===== src/verilog/xfs_cfg.svh =====
`ifndef XFS_CFG_SVH
`define XFS_CFG_SVH

// register byte offsets on the register bus
`define XFS_OFS_FLOW_STATUS   8'h00
`define XFS_OFS_RECOG_CTRL    8'h04
`define XFS_OFS_MODE_CTRL     8'h08
`define XFS_OFS_INT_STATUS    8'h0C

// flow_control_status field positions
`define XFS_RX_FIELD_HI       7
`define XFS_RX_FIELD_LO       6
`define XFS_SENT_FIELD_HI     5
`define XFS_SENT_FIELD_LO     4
`define XFS_TXFLOW_HI         3
`define XFS_TXFLOW_LO         2
`define XFS_TXCHAR_HI         1
`define XFS_TXCHAR_LO         0

// two-bit codes shared by the flow fields
`define XFS_CODE_NONE         2'h0
`define XFS_CODE_01           2'h1
`define XFS_CODE_10           2'h2
`define XFS_CODE_11           2'h3

// recognition_enable_ctrl bit pairs (enable, disable)
`define XFS_RE_WDOG_DIS       7
`define XFS_RE_WDOG_EN        6
`define XFS_RE_ADDR_DIS       5
`define XFS_RE_ADDR_EN        4
`define XFS_RE_XON_DIS        3
`define XFS_RE_XON_EN         2
`define XFS_RE_XOFF_DIS       1
`define XFS_RE_XOFF_EN        0

// mode control bits
`define XFS_MC_AUTO_RX        0
`define XFS_MC_AUTO_TX        1

// interrupt_status bits
`define XFS_IS_XON            0
`define XFS_IS_XOFF           1
`define XFS_IS_ADDR           2
`define XFS_IS_GEN            3

// bit times in one character, and timer width
`define XFS_CHAR_BITS         4'hA
`define XFS_BITCNT_ONE        4'h1
`define XFS_BITCNT_ZERO       4'h0

// bus answers and reset values
`define XFS_RESP_OKAY         2'h0
`define XFS_RESP_SLVERR       2'h2
`define XFS_WORD_ZERO         32'h0000_0000
`define XFS_BYTE_ZERO         8'h00
`define XFS_NIB_ZERO          4'h0

`endif


===== src/verilog/xfs_pkg.sv =====
package xfs_pkg;

	// transmitter flow state, declared in the order of its printed codes
	typedef enum logic [1:0] {
		XFS_TF_NORMAL,
		XFS_TF_HALT_PEND,
		XFS_TF_REENABLED,
		XFS_TF_HALTED
	} xfs_txflow_e;

	// transmit character status
	typedef enum logic [1:0] {
		XFS_TC_NORMAL,
		XFS_TC_IDLE_WAIT,
		XFS_TC_STOP_PEND,
		XFS_TC_RESUME_PEND
	} xfs_txchar_e;

	typedef logic [1:0] xfs_code_t;

endpackage


===== src/verilog/xfs_flow_if.sv =====
`timescale 1ns/1ps
interface xfs_flow_if;
	logic                   halt_req;      // stop character acted upon
	logic                   resume_req;    // resume character acted upon
	logic                   tx_busy;       // character in progress
	logic                   tx_char_done;  // character just finished
	logic                   bit_tick;      // one pulse per bit time
	logic                   queue_empty;   // tx_queue has no data
	logic                   send_stop;     // command to send stop char
	logic                   send_resume;   // command to send resume char
	logic                   sent_stop;     // stop char left the line
	logic                   sent_resume;   // resume char left the line
	logic                   status_read;   // flow_control_status read
	xfs_pkg::xfs_code_t     flow_code;     // transmitter flow field
	xfs_pkg::xfs_code_t     char_code;     // transmit char field
	logic                   tx_halt;       // transmitter held off

	modport core (output halt_req, resume_req, tx_busy, tx_char_done, bit_tick,
		queue_empty, send_stop, send_resume, sent_stop, sent_resume, status_read,
		input flow_code, char_code, tx_halt);
	modport flow (input halt_req, resume_req, tx_busy, tx_char_done, bit_tick,
		queue_empty, send_stop, send_resume, sent_stop, sent_resume, status_read,
		output flow_code, char_code, tx_halt);
endinterface


===== src/verilog/xfs_tx_flow.sv =====
`timescale 1ns/1ps
`include "xfs_cfg.svh"
module xfs_tx_flow (
	input  wire logic       clock,   // system clock
	input  wire logic       rst_b,   // async reset, active low
	xfs_flow_if.flow        fl       // flow events and status
);
	xfs_pkg::xfs_txflow_e   flow_st, next_flow_st;
	xfs_pkg::xfs_txchar_e   char_st, next_char_st;
	logic [3:0]             bit_cnt, next_bit_cnt;

	// transmitter halt and resume tracking
	always_comb begin
		next_flow_st = flow_st;
		unique case (flow_st)
			xfs_pkg::XFS_TF_NORMAL, xfs_pkg::XFS_TF_REENABLED: begin
				if (fl.halt_req)
					next_flow_st = fl.tx_busy ? xfs_pkg::XFS_TF_HALT_PEND
						: xfs_pkg::XFS_TF_HALTED;
				else if (flow_st == xfs_pkg::XFS_TF_REENABLED && fl.status_read)
					next_flow_st = xfs_pkg::XFS_TF_NORMAL;
			end
			xfs_pkg::XFS_TF_HALT_PEND: begin
				if (fl.resume_req)
					next_flow_st = xfs_pkg::XFS_TF_NORMAL;
				else if (fl.tx_char_done)
					next_flow_st = xfs_pkg::XFS_TF_HALTED;
			end
			xfs_pkg::XFS_TF_HALTED: begin
				if (fl.resume_req)
					next_flow_st = xfs_pkg::XFS_TF_REENABLED;
			end
		endcase
	end

	// pending flow characters; the bit counter bounds each pending code
	always_comb begin
		next_char_st = char_st;
		next_bit_cnt = fl.bit_tick ? bit_cnt + `XFS_BITCNT_ONE : bit_cnt;
		unique case (char_st)
			xfs_pkg::XFS_TC_NORMAL, xfs_pkg::XFS_TC_IDLE_WAIT: begin
				if (fl.send_stop) begin
					next_char_st = xfs_pkg::XFS_TC_STOP_PEND;
					next_bit_cnt = `XFS_BITCNT_ZERO;
				end else if (fl.send_resume) begin
					next_char_st = xfs_pkg::XFS_TC_RESUME_PEND;
					next_bit_cnt = `XFS_BITCNT_ZERO;
				end else if (char_st == xfs_pkg::XFS_TC_IDLE_WAIT && fl.bit_tick
					&& !fl.queue_empty)
					next_char_st = xfs_pkg::XFS_TC_NORMAL;
			end
			xfs_pkg::XFS_TC_STOP_PEND, xfs_pkg::XFS_TC_RESUME_PEND: begin
				// a pending code never outlives one character time
				if (fl.sent_stop || fl.sent_resume ||
					(fl.bit_tick && bit_cnt + `XFS_BITCNT_ONE >= `XFS_CHAR_BITS)) begin
					next_char_st = xfs_pkg::XFS_TC_IDLE_WAIT;
					next_bit_cnt = `XFS_BITCNT_ZERO;
				end
			end
		endcase
	end

	// state registers
	always_ff @(posedge clock or negedge rst_b) begin
		if (!rst_b) begin
			flow_st <= xfs_pkg::XFS_TF_NORMAL;
			char_st <= xfs_pkg::XFS_TC_NORMAL;
			bit_cnt <= `XFS_BITCNT_ZERO;
		end else begin
			flow_st <= next_flow_st;
			char_st <= next_char_st;
			bit_cnt <= next_bit_cnt;
		end
	end

	// enum order matches printed codes
	assign fl.flow_code = xfs_pkg::xfs_code_t'(flow_st);
	assign fl.char_code = xfs_pkg::xfs_code_t'(char_st);
	assign fl.tx_halt   = (flow_st == xfs_pkg::XFS_TF_HALTED);
endmodule // xfs_tx_flow


===== src/verilog/xfs_recog.sv =====
`timescale 1ns/1ps
`include "xfs_cfg.svh"
module xfs_recog (
	input  wire logic       clock,     // system clock
	input  wire logic       rst_b,     // async reset, active low
	input  wire logic       wr_stb,    // one-cycle write strobe
	input  wire logic [7:0] wr_data,   // written enable/disable bits
	output logic            wdog_en,   // receiver watchdog enabled
	output logic            addr_en,   // address recognition enabled
	output logic            xon_en,    // resume char recognition
	output logic            xoff_en    // stop char recognition
);
	logic next_wdog, next_addr, next_xon, next_xoff;

	// disable beats enable; neither bit set keeps the state
	function automatic logic merge(input logic cur, input logic en, input logic dis);
		merge = dis ? 1'b0 : (en ? 1'b1 : cur);
	endfunction

	// one enable per function, updated only by a write
	always_comb begin
		next_wdog = wdog_en;
		next_addr = addr_en;
		next_xon  = xon_en;
		next_xoff = xoff_en;
		if (wr_stb) begin
			next_wdog = merge(wdog_en, wr_data[`XFS_RE_WDOG_EN], wr_data[`XFS_RE_WDOG_DIS]);
			next_addr = merge(addr_en, wr_data[`XFS_RE_ADDR_EN], wr_data[`XFS_RE_ADDR_DIS]);
			next_xon  = merge(xon_en, wr_data[`XFS_RE_XON_EN], wr_data[`XFS_RE_XON_DIS]);
			next_xoff = merge(xoff_en, wr_data[`XFS_RE_XOFF_EN], wr_data[`XFS_RE_XOFF_DIS]);
		end
	end

	// enable registers
	always_ff @(posedge clock or negedge rst_b) begin
		if (!rst_b) begin
			wdog_en <= 1'b0;
			addr_en <= 1'b0;
			xon_en  <= 1'b0;
			xoff_en <= 1'b0;
		end else begin
			wdog_en <= next_wdog;
			addr_en <= next_addr;
			xon_en  <= next_xon;
			xoff_en <= next_xoff;
		end
	end
endmodule // xfs_recog


===== src/verilog/xfs_top.sv =====
`timescale 1ns/1ps
`include "xfs_cfg.svh"
// Contract
// - sent field: none, resume, stop, both
// - sent field reads 00 unless auto mode
// - clearing auto mode clears sent field
// - code 00: transmitter runs normally
// - halt pending finishes character, then 11
// - code 10 after halted transmitter restarts
// - status read returns 10 to normal
// - code 11 while stopped by stop character
// - char status 00 normal, 01 idle wait
// - idle wait ends on a bit time with tx_queue not empty
// - 10 stop pending, 11 resume pending
// - pending codes last at most one character
// - enable register drives recognition and watchdog
// - enable and disable together means disable
// - general recognition without flow actions
// - recognition events flagged in interrupt status
// - status read clears upper four bits
// - received field updates regardless of enables
// - writing zero to a recognition or interrupt bit does nothing
module xfs_top (
	input  wire logic        clock,           // 125 MHz system clock
	input  wire logic        rst_b,           // async reset, active low
	input  wire logic [7:0]  s_axi_awaddr,    // write address
	input  wire logic        s_axi_awvalid,   // write address valid
	output logic             s_axi_awready,   // write address ready
	input  wire logic [31:0] s_axi_wdata,     // write data
	input  wire logic [3:0]  s_axi_wstrb,     // write byte strobes
	input  wire logic        s_axi_wvalid,    // write data valid
	output logic             s_axi_wready,    // write data ready
	output logic [1:0]       s_axi_bresp,     // write response
	output logic             s_axi_bvalid,    // write response valid
	input  wire logic        s_axi_bready,    // write response ready
	input  wire logic [7:0]  s_axi_araddr,    // read address
	input  wire logic        s_axi_arvalid,   // read address valid
	output logic             s_axi_arready,   // read address ready
	output logic [31:0]      s_axi_rdata,     // read data
	output logic [1:0]       s_axi_rresp,     // read response
	output logic             s_axi_rvalid,    // read data valid
	input  wire logic        s_axi_rready,    // read data ready
	input  wire logic        rx_stop_char,    // stop char received, pulse
	input  wire logic        rx_resume_char,  // resume char received, pulse
	input  wire logic        rx_addr_match,   // address char matched, pulse
	input  wire logic        tx_busy,         // character in progress
	input  wire logic        tx_char_done,    // character finished, pulse
	input  wire logic        bit_tick,        // bit-time enable pulse
	input  wire logic        tx_queue_empty,  // tx_queue empty
	input  wire logic        send_stop_cmd,   // stop char send command
	input  wire logic        send_resume_cmd, // resume char send command
	input  wire logic        tx_sent_stop,    // stop char sent, pulse
	input  wire logic        tx_sent_resume,  // resume char sent, pulse
	output logic             tx_halt,         // transmitter held off
	output logic             watchdog_en,     // receiver watchdog enable
	output logic             addr_recog_en,   // address recognition enable
	output logic             xon_recog_en,    // resume recognition enable
	output logic             xoff_recog_en    // stop recognition enable
);
	// bus state
	logic        aw_held, next_aw_held;
	logic        w_held, next_w_held;
	logic [7:0]  wr_addr, next_wr_addr;
	logic [31:0] wr_data, next_wr_data;
	logic [3:0]  wr_strb, next_wr_strb;
	logic        next_awready, next_wready, next_bvalid, next_arready, next_rvalid;
	logic [1:0]  next_bresp, next_rresp;
	logic [31:0] next_rdata;
	logic        wr_fire, rd_fire;

	// block state
	logic        auto_rx_flow_enable, next_auto_rx;
	logic        auto_tx_flow_enable, next_auto_tx;
	logic [1:0]  rx_seen, next_rx_seen;
	logic [1:0]  tx_sent, next_tx_sent;
	logic [3:0]  int_status, next_int_status;
	logic [3:0]  int_events;
	logic        recog_wr;
	logic [7:0]  flow_status_val;

	// carrier to the flow tracker
	xfs_flow_if fl ();

	// decoded write to one register, low byte lane present
	function automatic logic wr_hit(input logic [7:0] a, input logic [3:0] s,
		input logic [7:0] ofs);
		wr_hit = (a == ofs) && s[0];
	endfunction

	assign wr_fire  = aw_held && w_held && !s_axi_bvalid;
	assign rd_fire  = s_axi_arvalid && s_axi_arready;
	assign recog_wr = wr_fire && wr_hit(wr_addr, wr_strb, `XFS_OFS_RECOG_CTRL);

	// stop/resume drive the transmitter only in auto mode with recognition on
	assign fl.halt_req     = rx_stop_char && xoff_recog_en && auto_tx_flow_enable;
	assign fl.resume_req   = rx_resume_char && xon_recog_en && auto_tx_flow_enable;
	assign fl.tx_busy      = tx_busy;
	assign fl.tx_char_done = tx_char_done;
	assign fl.bit_tick     = bit_tick;
	assign fl.queue_empty  = tx_queue_empty;
	assign fl.send_stop    = send_stop_cmd;
	assign fl.send_resume  = send_resume_cmd;
	assign fl.sent_stop    = tx_sent_stop;
	assign fl.sent_resume  = tx_sent_resume;
	assign fl.status_read  = rd_fire && (s_axi_araddr == `XFS_OFS_FLOW_STATUS);

	xfs_tx_flow u_tx_flow (
		.clock (clock),
		.rst_b (rst_b),
		.fl    (fl.flow)
	);

	xfs_recog u_recog (
		.clock   (clock),
		.rst_b   (rst_b),
		.wr_stb  (recog_wr),
		.wr_data (wr_data[7:0]),
		.wdog_en (watchdog_en),
		.addr_en (addr_recog_en),
		.xon_en  (xon_recog_en),
		.xoff_en (xoff_recog_en)
	);

	// recognition events gated by their enables; general one by either flow enable with auto tx off
	assign int_events[`XFS_IS_XON]  = rx_resume_char && xon_recog_en;
	assign int_events[`XFS_IS_XOFF] = rx_stop_char && xoff_recog_en;
	assign int_events[`XFS_IS_ADDR] = rx_addr_match && addr_recog_en;
	assign int_events[`XFS_IS_GEN]  = (rx_resume_char || rx_stop_char) &&
		(xon_recog_en || xoff_recog_en) && !auto_tx_flow_enable;

	// flow_control_status as seen by a read
	always_comb begin
		flow_status_val = `XFS_BYTE_ZERO;
		flow_status_val[`XFS_RX_FIELD_HI:`XFS_RX_FIELD_LO]     = rx_seen;
		flow_status_val[`XFS_SENT_FIELD_HI:`XFS_SENT_FIELD_LO] = tx_sent;
		flow_status_val[`XFS_TXFLOW_HI:`XFS_TXFLOW_LO]         = fl.flow_code;
		flow_status_val[`XFS_TXCHAR_HI:`XFS_TXCHAR_LO]         = fl.char_code;
	end

	// status fields; a new event in the read cycle survives the clear
	always_comb begin
		next_rx_seen    = fl.status_read ? `XFS_CODE_NONE : rx_seen;
		next_tx_sent    = fl.status_read ? `XFS_CODE_NONE : tx_sent;
		next_int_status = int_status;
		next_auto_rx    = auto_rx_flow_enable;
		next_auto_tx    = auto_tx_flow_enable;

		// write one clears; events win
		if (wr_fire && wr_hit(wr_addr, wr_strb, `XFS_OFS_INT_STATUS))
			next_int_status = int_status & ~wr_data[3:0];
		if (wr_fire && wr_hit(wr_addr, wr_strb, `XFS_OFS_MODE_CTRL)) begin
			next_auto_rx = wr_data[`XFS_MC_AUTO_RX];
			next_auto_tx = wr_data[`XFS_MC_AUTO_TX];
		end
		next_int_status = next_int_status | int_events;

		// received field ignores enables
		if (rx_stop_char)
			next_rx_seen = next_rx_seen | `XFS_CODE_01;
		if (rx_resume_char)
			next_rx_seen = next_rx_seen | `XFS_CODE_10;
		if (tx_sent_resume && auto_rx_flow_enable)
			next_tx_sent = next_tx_sent | `XFS_CODE_01;
		if (tx_sent_stop && auto_rx_flow_enable)
			next_tx_sent = next_tx_sent | `XFS_CODE_10;
		// auto mode off: sent field wiped
		if (!next_auto_rx)
			next_tx_sent = `XFS_CODE_NONE;
	end

	// status and mode registers
	always_ff @(posedge clock or negedge rst_b) begin
		if (!rst_b) begin
			rx_seen             <= `XFS_CODE_NONE;
			tx_sent             <= `XFS_CODE_NONE;
			int_status          <= `XFS_NIB_ZERO;
			auto_rx_flow_enable <= 1'b0;
			auto_tx_flow_enable <= 1'b0;
		end else begin
			rx_seen             <= next_rx_seen;
			tx_sent             <= next_tx_sent;
			int_status          <= next_int_status;
			auto_rx_flow_enable <= next_auto_rx;
			auto_tx_flow_enable <= next_auto_tx;
		end
	end

	// write channel: address and data taken in either order
	always_comb begin
		next_aw_held = aw_held;
		next_w_held  = w_held;
		next_wr_addr = wr_addr;
		next_wr_data = wr_data;
		next_wr_strb = wr_strb;
		next_bvalid  = s_axi_bvalid;
		next_bresp   = s_axi_bresp;

		if (s_axi_awvalid && s_axi_awready) begin
			next_aw_held = 1'b1;
			next_wr_addr = s_axi_awaddr;
		end
		if (s_axi_wvalid && s_axi_wready) begin
			next_w_held  = 1'b1;
			next_wr_data = s_axi_wdata;
			next_wr_strb = s_axi_wstrb;
		end
		// both halves held: do the write
		if (wr_fire) begin
			next_aw_held = 1'b0;
			next_w_held  = 1'b0;
			next_bvalid  = 1'b1;
			unique case (wr_addr)
				`XFS_OFS_FLOW_STATUS, `XFS_OFS_RECOG_CTRL,
				`XFS_OFS_MODE_CTRL, `XFS_OFS_INT_STATUS: next_bresp = `XFS_RESP_OKAY;
				default: next_bresp = `XFS_RESP_SLVERR;
			endcase
		end else if (s_axi_bvalid && s_axi_bready)
			next_bvalid = 1'b0;

		// ready drops while a word is held, so nothing is overwritten
		next_awready = !next_aw_held && !next_bvalid;
		next_wready  = !next_w_held && !next_bvalid;
	end

	// read channel: one outstanding read, answer one cycle after acceptance
	always_comb begin
		next_rvalid = s_axi_rvalid;
		next_rdata  = s_axi_rdata;
		next_rresp  = s_axi_rresp;

		if (rd_fire) begin
			next_rvalid = 1'b1;
			next_rdata  = `XFS_WORD_ZERO;
			next_rresp  = `XFS_RESP_OKAY;
			unique case (s_axi_araddr)
				`XFS_OFS_FLOW_STATUS: next_rdata[7:0] = flow_status_val;
				`XFS_OFS_RECOG_CTRL: begin
					next_rdata[`XFS_RE_WDOG_EN] = watchdog_en;
					next_rdata[`XFS_RE_ADDR_EN] = addr_recog_en;
					next_rdata[`XFS_RE_XON_EN]  = xon_recog_en;
					next_rdata[`XFS_RE_XOFF_EN] = xoff_recog_en;
				end
				`XFS_OFS_MODE_CTRL: begin
					next_rdata[`XFS_MC_AUTO_RX] = auto_rx_flow_enable;
					next_rdata[`XFS_MC_AUTO_TX] = auto_tx_flow_enable;
				end
				`XFS_OFS_INT_STATUS: next_rdata[3:0] = int_status;
				default: next_rresp = `XFS_RESP_SLVERR;
			endcase
		end else if (s_axi_rvalid && s_axi_rready)
			next_rvalid = 1'b0;
		// one read outstanding at a time
		next_arready = !next_rvalid;
	end

	// bus registers
	always_ff @(posedge clock or negedge rst_b) begin
		if (!rst_b) begin
			// write side
			aw_held       <= 1'b0;
			w_held        <= 1'b0;
			wr_addr       <= `XFS_BYTE_ZERO;
			wr_data       <= `XFS_WORD_ZERO;
			wr_strb       <= `XFS_NIB_ZERO;
			s_axi_awready <= 1'b0;
			s_axi_wready  <= 1'b0;
			s_axi_bvalid  <= 1'b0;
			s_axi_bresp   <= `XFS_RESP_OKAY;
			// read side
			s_axi_arready <= 1'b0;
			s_axi_rvalid  <= 1'b0;
			s_axi_rdata   <= `XFS_WORD_ZERO;
			s_axi_rresp   <= `XFS_RESP_OKAY;
		end else begin
			// write side
			aw_held       <= next_aw_held;
			w_held        <= next_w_held;
			wr_addr       <= next_wr_addr;
			wr_data       <= next_wr_data;
			wr_strb       <= next_wr_strb;
			s_axi_awready <= next_awready;
			s_axi_wready  <= next_wready;
			s_axi_bvalid  <= next_bvalid;
			s_axi_bresp   <= next_bresp;
			// read side
			s_axi_arready <= next_arready;
			s_axi_rvalid  <= next_rvalid;
			s_axi_rdata   <= next_rdata;
			s_axi_rresp   <= next_rresp;
		end
	end

	// halt output registered once more so it leaves a top-level flop
	always_ff @(posedge clock or negedge rst_b) begin
		if (!rst_b)
			tx_halt <= 1'b0;
		else
			tx_halt <= fl.tx_halt;
	end
endmodule // xfs_top


===== config.mk =====
export PLATFORM = sky130hd
export DESIGN_NAME = xfs_top
export DESIGN_NICKNAME = d
export VERILOG_FILES = /design/src/verilog/xfs_pkg.sv /design/src/verilog/xfs_flow_if.sv /design/src/verilog/xfs_tx_flow.sv /design/src/verilog/xfs_recog.sv /design/src/verilog/xfs_top.sv
export VERILOG_INCLUDE_DIRS = /design/src /design/src/verilog
export SDC_FILE = /design/constraint.sdc
export NUM_CORES = 1
export LEC_CHECK = 0
export ABC_AREA = 1
export BUFFER_PORTS_ARGS = -buffer_cell sky130_fd_sc_hd__buf_2
export CORE_ASPECT_RATIO = 0.5
export CORE_MARGIN = 5
export CORE_UTILIZATION = 52
export CTS_CLUSTER_SIZE = 25
export DETAILED_ROUTE_END_ITERATION = 10
export PLACE_DENSITY = 0.86
export RECOVER_POWER = 50
export SYNTH_ARGS = -nofsm -noshare
export SYNTH_HDL_FRONTEND = slang
export SYNTH_SLANG_ARGS = --single-unit

===== constraint.sdc =====
create_clock -name clock -period 1.9 [get_ports clock]
set_input_delay 0.38 -clock clock [delete_from_list [all_inputs] [get_ports clock]]
set_output_delay 0.38 -clock clock [all_outputs]
set_load 0.02 [all_outputs]

==> impl_metrics.json <==
{
  "io_pins": 116,
  "synthFlopType": "dfrtp_1",
  "cpMaxStageDelayCell": "dfrtp_1",
  "stdcell_count": 492,
  "endpoint_kind": "flop",
  "start_util_pct": 55.1,
  "maxSlewHeadroom_pct": 11.5,
  "p_leak_nw": 1.81,
  "synth.avg_cell_area_sq_um": 8.06,
  "postRouteAntennaNets": 0,
  "numCtsBuffers": 9,
  "clk_pin_slew_worst_paths_ns": 0.06,
  "ys_seq_area_share_pct": 51.3,
  "drv_cap": 0,
  "setup_tns_ns": 0,
  "ys_top_cells_by_area": "dfrtp_1 51%, nand2_1 14%, buf_4 7.0%",
  "final.setup_skew_ns": 0.00638,
  "root_buffer": "clkbuf_8",
  "pre_cts_ws_ns": 0.304,
  "path_delay_family": "simple AND/OR/NAND/NOR gates",
  "crit_buf_inv": 1,
  "rsz0062_at_grt": "no",
  "powerDensity_mw_per_mm2": 1140,
  "slowest_delay_ns": 0.44,
  "worstSetupPathType": "flop to flop",
  "min_period_ns": 1.50,
  "synth-seq-cells": 57,
  "reg2reg_slack_ns": 0.40,
  "worst_pin_slew_ns": 1.33,
  "multi_input_comb_area_sq_mm": 0.00108,
  "htreeDepth": 3,
  "clkLatencyLatePin_ns": 0.34,
  "cts_hold_buffers": 0,
  "port_buffers": 62,
  "whs_ns": 0.234,
  "crit_chain": "ha_1, inv_1, o21ai_0, nand2_1, nand2_1, nand2_1, nand2_1, nand2_1, nor2_1",
  "cts_tree": "done",
  "grt_pass1_vias": 2080,
  "first_iter_violations": 135,
  "nets": 489,
  "synth-edff-count": 0,
  "setup_slack_ns": 0.397,
  "start_kind": "flop",
  "core_area_sq_mm": 0.00504,
  "layout_worst_path_cycle_share_pct": 79.1,
  "hold_path_end": "wr_addr[0]$_DFFE_PN0P_",
  "crit_fanout": 5,
  "synthArstFlopShare_pct": 100,
  "cp_common_cell": "nand2_1",
  "dieArea_sq_mm": 0.00700,
  "vias_per_cell": 4.70,
  "hold_viol": 0,
  "rr_endpoint": "u_tx_flow.bit_cnt[1]$_DFF_PN0_",
  "cts_post_setup_buffers_inserted": 0,
  "dp_cells": 476,
  "grt_first_pass_wirelength_mm": 9.53,
  "syn-cell-area_sq_mm": 0.00278,
  "grt_usage_pct": 17.5,
  "layout-drive-gt1-share_pct": 19.9,
  "area_growth_pct": 17.3,
  "r2r_cells": 9,
  "drt_first_pass_iters": 4,
  "fp-row-count": 18,
  "worst_ep_arrival_time_ns": 1.76,
  "grt_max_degree": 58,
  "worst_ir_drop_vdd_mv": 0.746,
  "nFillCells": 429,
  "synth.top_cell.area_share_pct": 51.3,
  "seq_area_sq_mm": 0.00143,
  "worst_ep_required_time_ns": 2.16,
  "clock-sinks": 57,
  "max_freq_ghz": 0.665,
  "place_congestion": 0.903,
  "grt_overflow_total": 0,
  "die_w_um": 113,
  "p_total_w": 0.00372,
  "cts_buffer_depth": 2,
  "diodes": 0,
  "routed_wl_mm": 5.69,
  "setup_viol": 0,
  "startpoint": "u_tx_flow.bit_cnt[0]$_DFF_PN0_",
  "hold_path_depth": 3,
  "yosysWarningCount": 0,
  "drc": 0,
  "hp-class": "input port to flop",
  "synth.most_common_cell": "nand2_1",
  "synth_common_cells": "106 x nand2_1, 57 x dfrtp_1, 40 x inv_1",
  "num_vias": 2314,
  "die_y_um": 61.7,
  "maxSlewViolCount": 0,
  "wl_per_cell_um": 11.6,
  "antenna_found_initial": 0,
  "dp_hpwl_mm": 4.35,
  "cts_resized": 0,
  "syn_inst": 345,
  "reg2reg_from": "u_tx_flow.bit_cnt[0]$_DFF_PN0_",
  "hp-start": "s_axi_awaddr[0]",
  "ys_types": 29,
  "status": "finished, final reports clean",
  "yosys.area.top_type": "dfrtp_1"
}
## worst register-to-register path, cell delays in order, from the launching register on
cell and delay [ns]:
dfrtp_1 0.44, ha_1 0.32, inv_1 0.04, o21ai_0 0.13, nand2_1 0.08, nand2_1 0.08, nand2_1 0.05, nand2_1 0.05
nand2_1 0.09, nor2_1 0.14
## flip-flops by register name (all words and copies together), names as in the netlist, 2 cells and up
register and flops:
wr_addr 8, u_tx_flow.fl.char_code 2, s_axi_rdata 8, u_tx_flow.fl.flow_code 2, rx_seen 2, u_tx_flow.bit_cnt 4
wr_data 8, int_status 4, tx_sent 2
## per-layer routing
metal	track usage (%)	vias to the layer above	routed length, um
met3	6.00	14	485
met1	23.4	1041	2600
met4	6.68	0	85
met5	0	-	0
li1	-	1177	-
met2	27.1	82	2520
## stage by stage
stage                     area, sq um  util [%]
after floorplan                  2880         -
after global placement           3100      61.4
after detailed placement         3100      61.4
after CTS                        3280      65.1
after global routing             3260      64.7
final                            3260      64.7
## worst max path at each step
stage                                      to  depth (start not counted)
2_1_floorplan     u_recog.xoff_en$_DFFE_PN0P_                          6
3_3_place_gp             rx_seen[0]$_DFF_PN0_                          5
3_5_place_dp           rx_seen[1]$_DFFE_PN0P_                          5
4_1_cts        u_tx_flow.bit_cnt[1]$_DFF_PN0_                          9
5_1_grt           u_recog.wdog_en$_DFFE_PN0P_                          6
6_report       u_tx_flow.bit_cnt[1]$_DFF_PN0_                          9
## cell families (layout without fill, tap and decap cells)
logic type | after synthesis | after routing | synth area share [%]
AO/OA/AOI/OAI | 37 | 37 | 7.38
AND/OR/NAND/NOR | 176 | 176 | 26.8
XOR/XNOR | 1 | 1 | 0.315
other | 1 | 26 | 0.135
adder cells (fa/ha/maj) | 2 | 2 | 0.900
flip-flops | 57 | 57 | 51.3
buffers and inverters | 71 | 123 | 13.2
## cell type report
cell class | count | share of cell area [%]
clock buffers | 12 | 4.76
clock inverters | 4 | 0.844
inverters | 42 | 4.83
flip-flops and latches | 57 | 43.7
multi-input cells | 242 | 33.0
well taps | 70 | 2.69
repair buffers | 65 | 10.1
## layout by cell type, fill, tap and decap left out, types with 2 or more instances in the layout
cell type / n
nand2_1: 106
buf_2: 62
dfrtp_1: 57
inv_1: 40
nand3_1: 31
nor2_1: 29
conb_1: 26
o21ai_0: 19
clkbuf_8: 11
a21oi_1: 7
o21ai_1: 3
o211ai_1: 3
clkinvlp_4: 3
nand4_1: 2
nand3b_1: 2
clkinv_1: 2
nor3_1: 2
ha_1: 2
buf_4: 2
## power by group
group          internal [W]  switching, W  total [W]
registers           0.00154      0.000231    0.00177
logic              0.000316      0.000612   0.000927
clock network      0.000541      0.000478    0.00102
No activity file was read; power rests on OpenSTA's default activity.
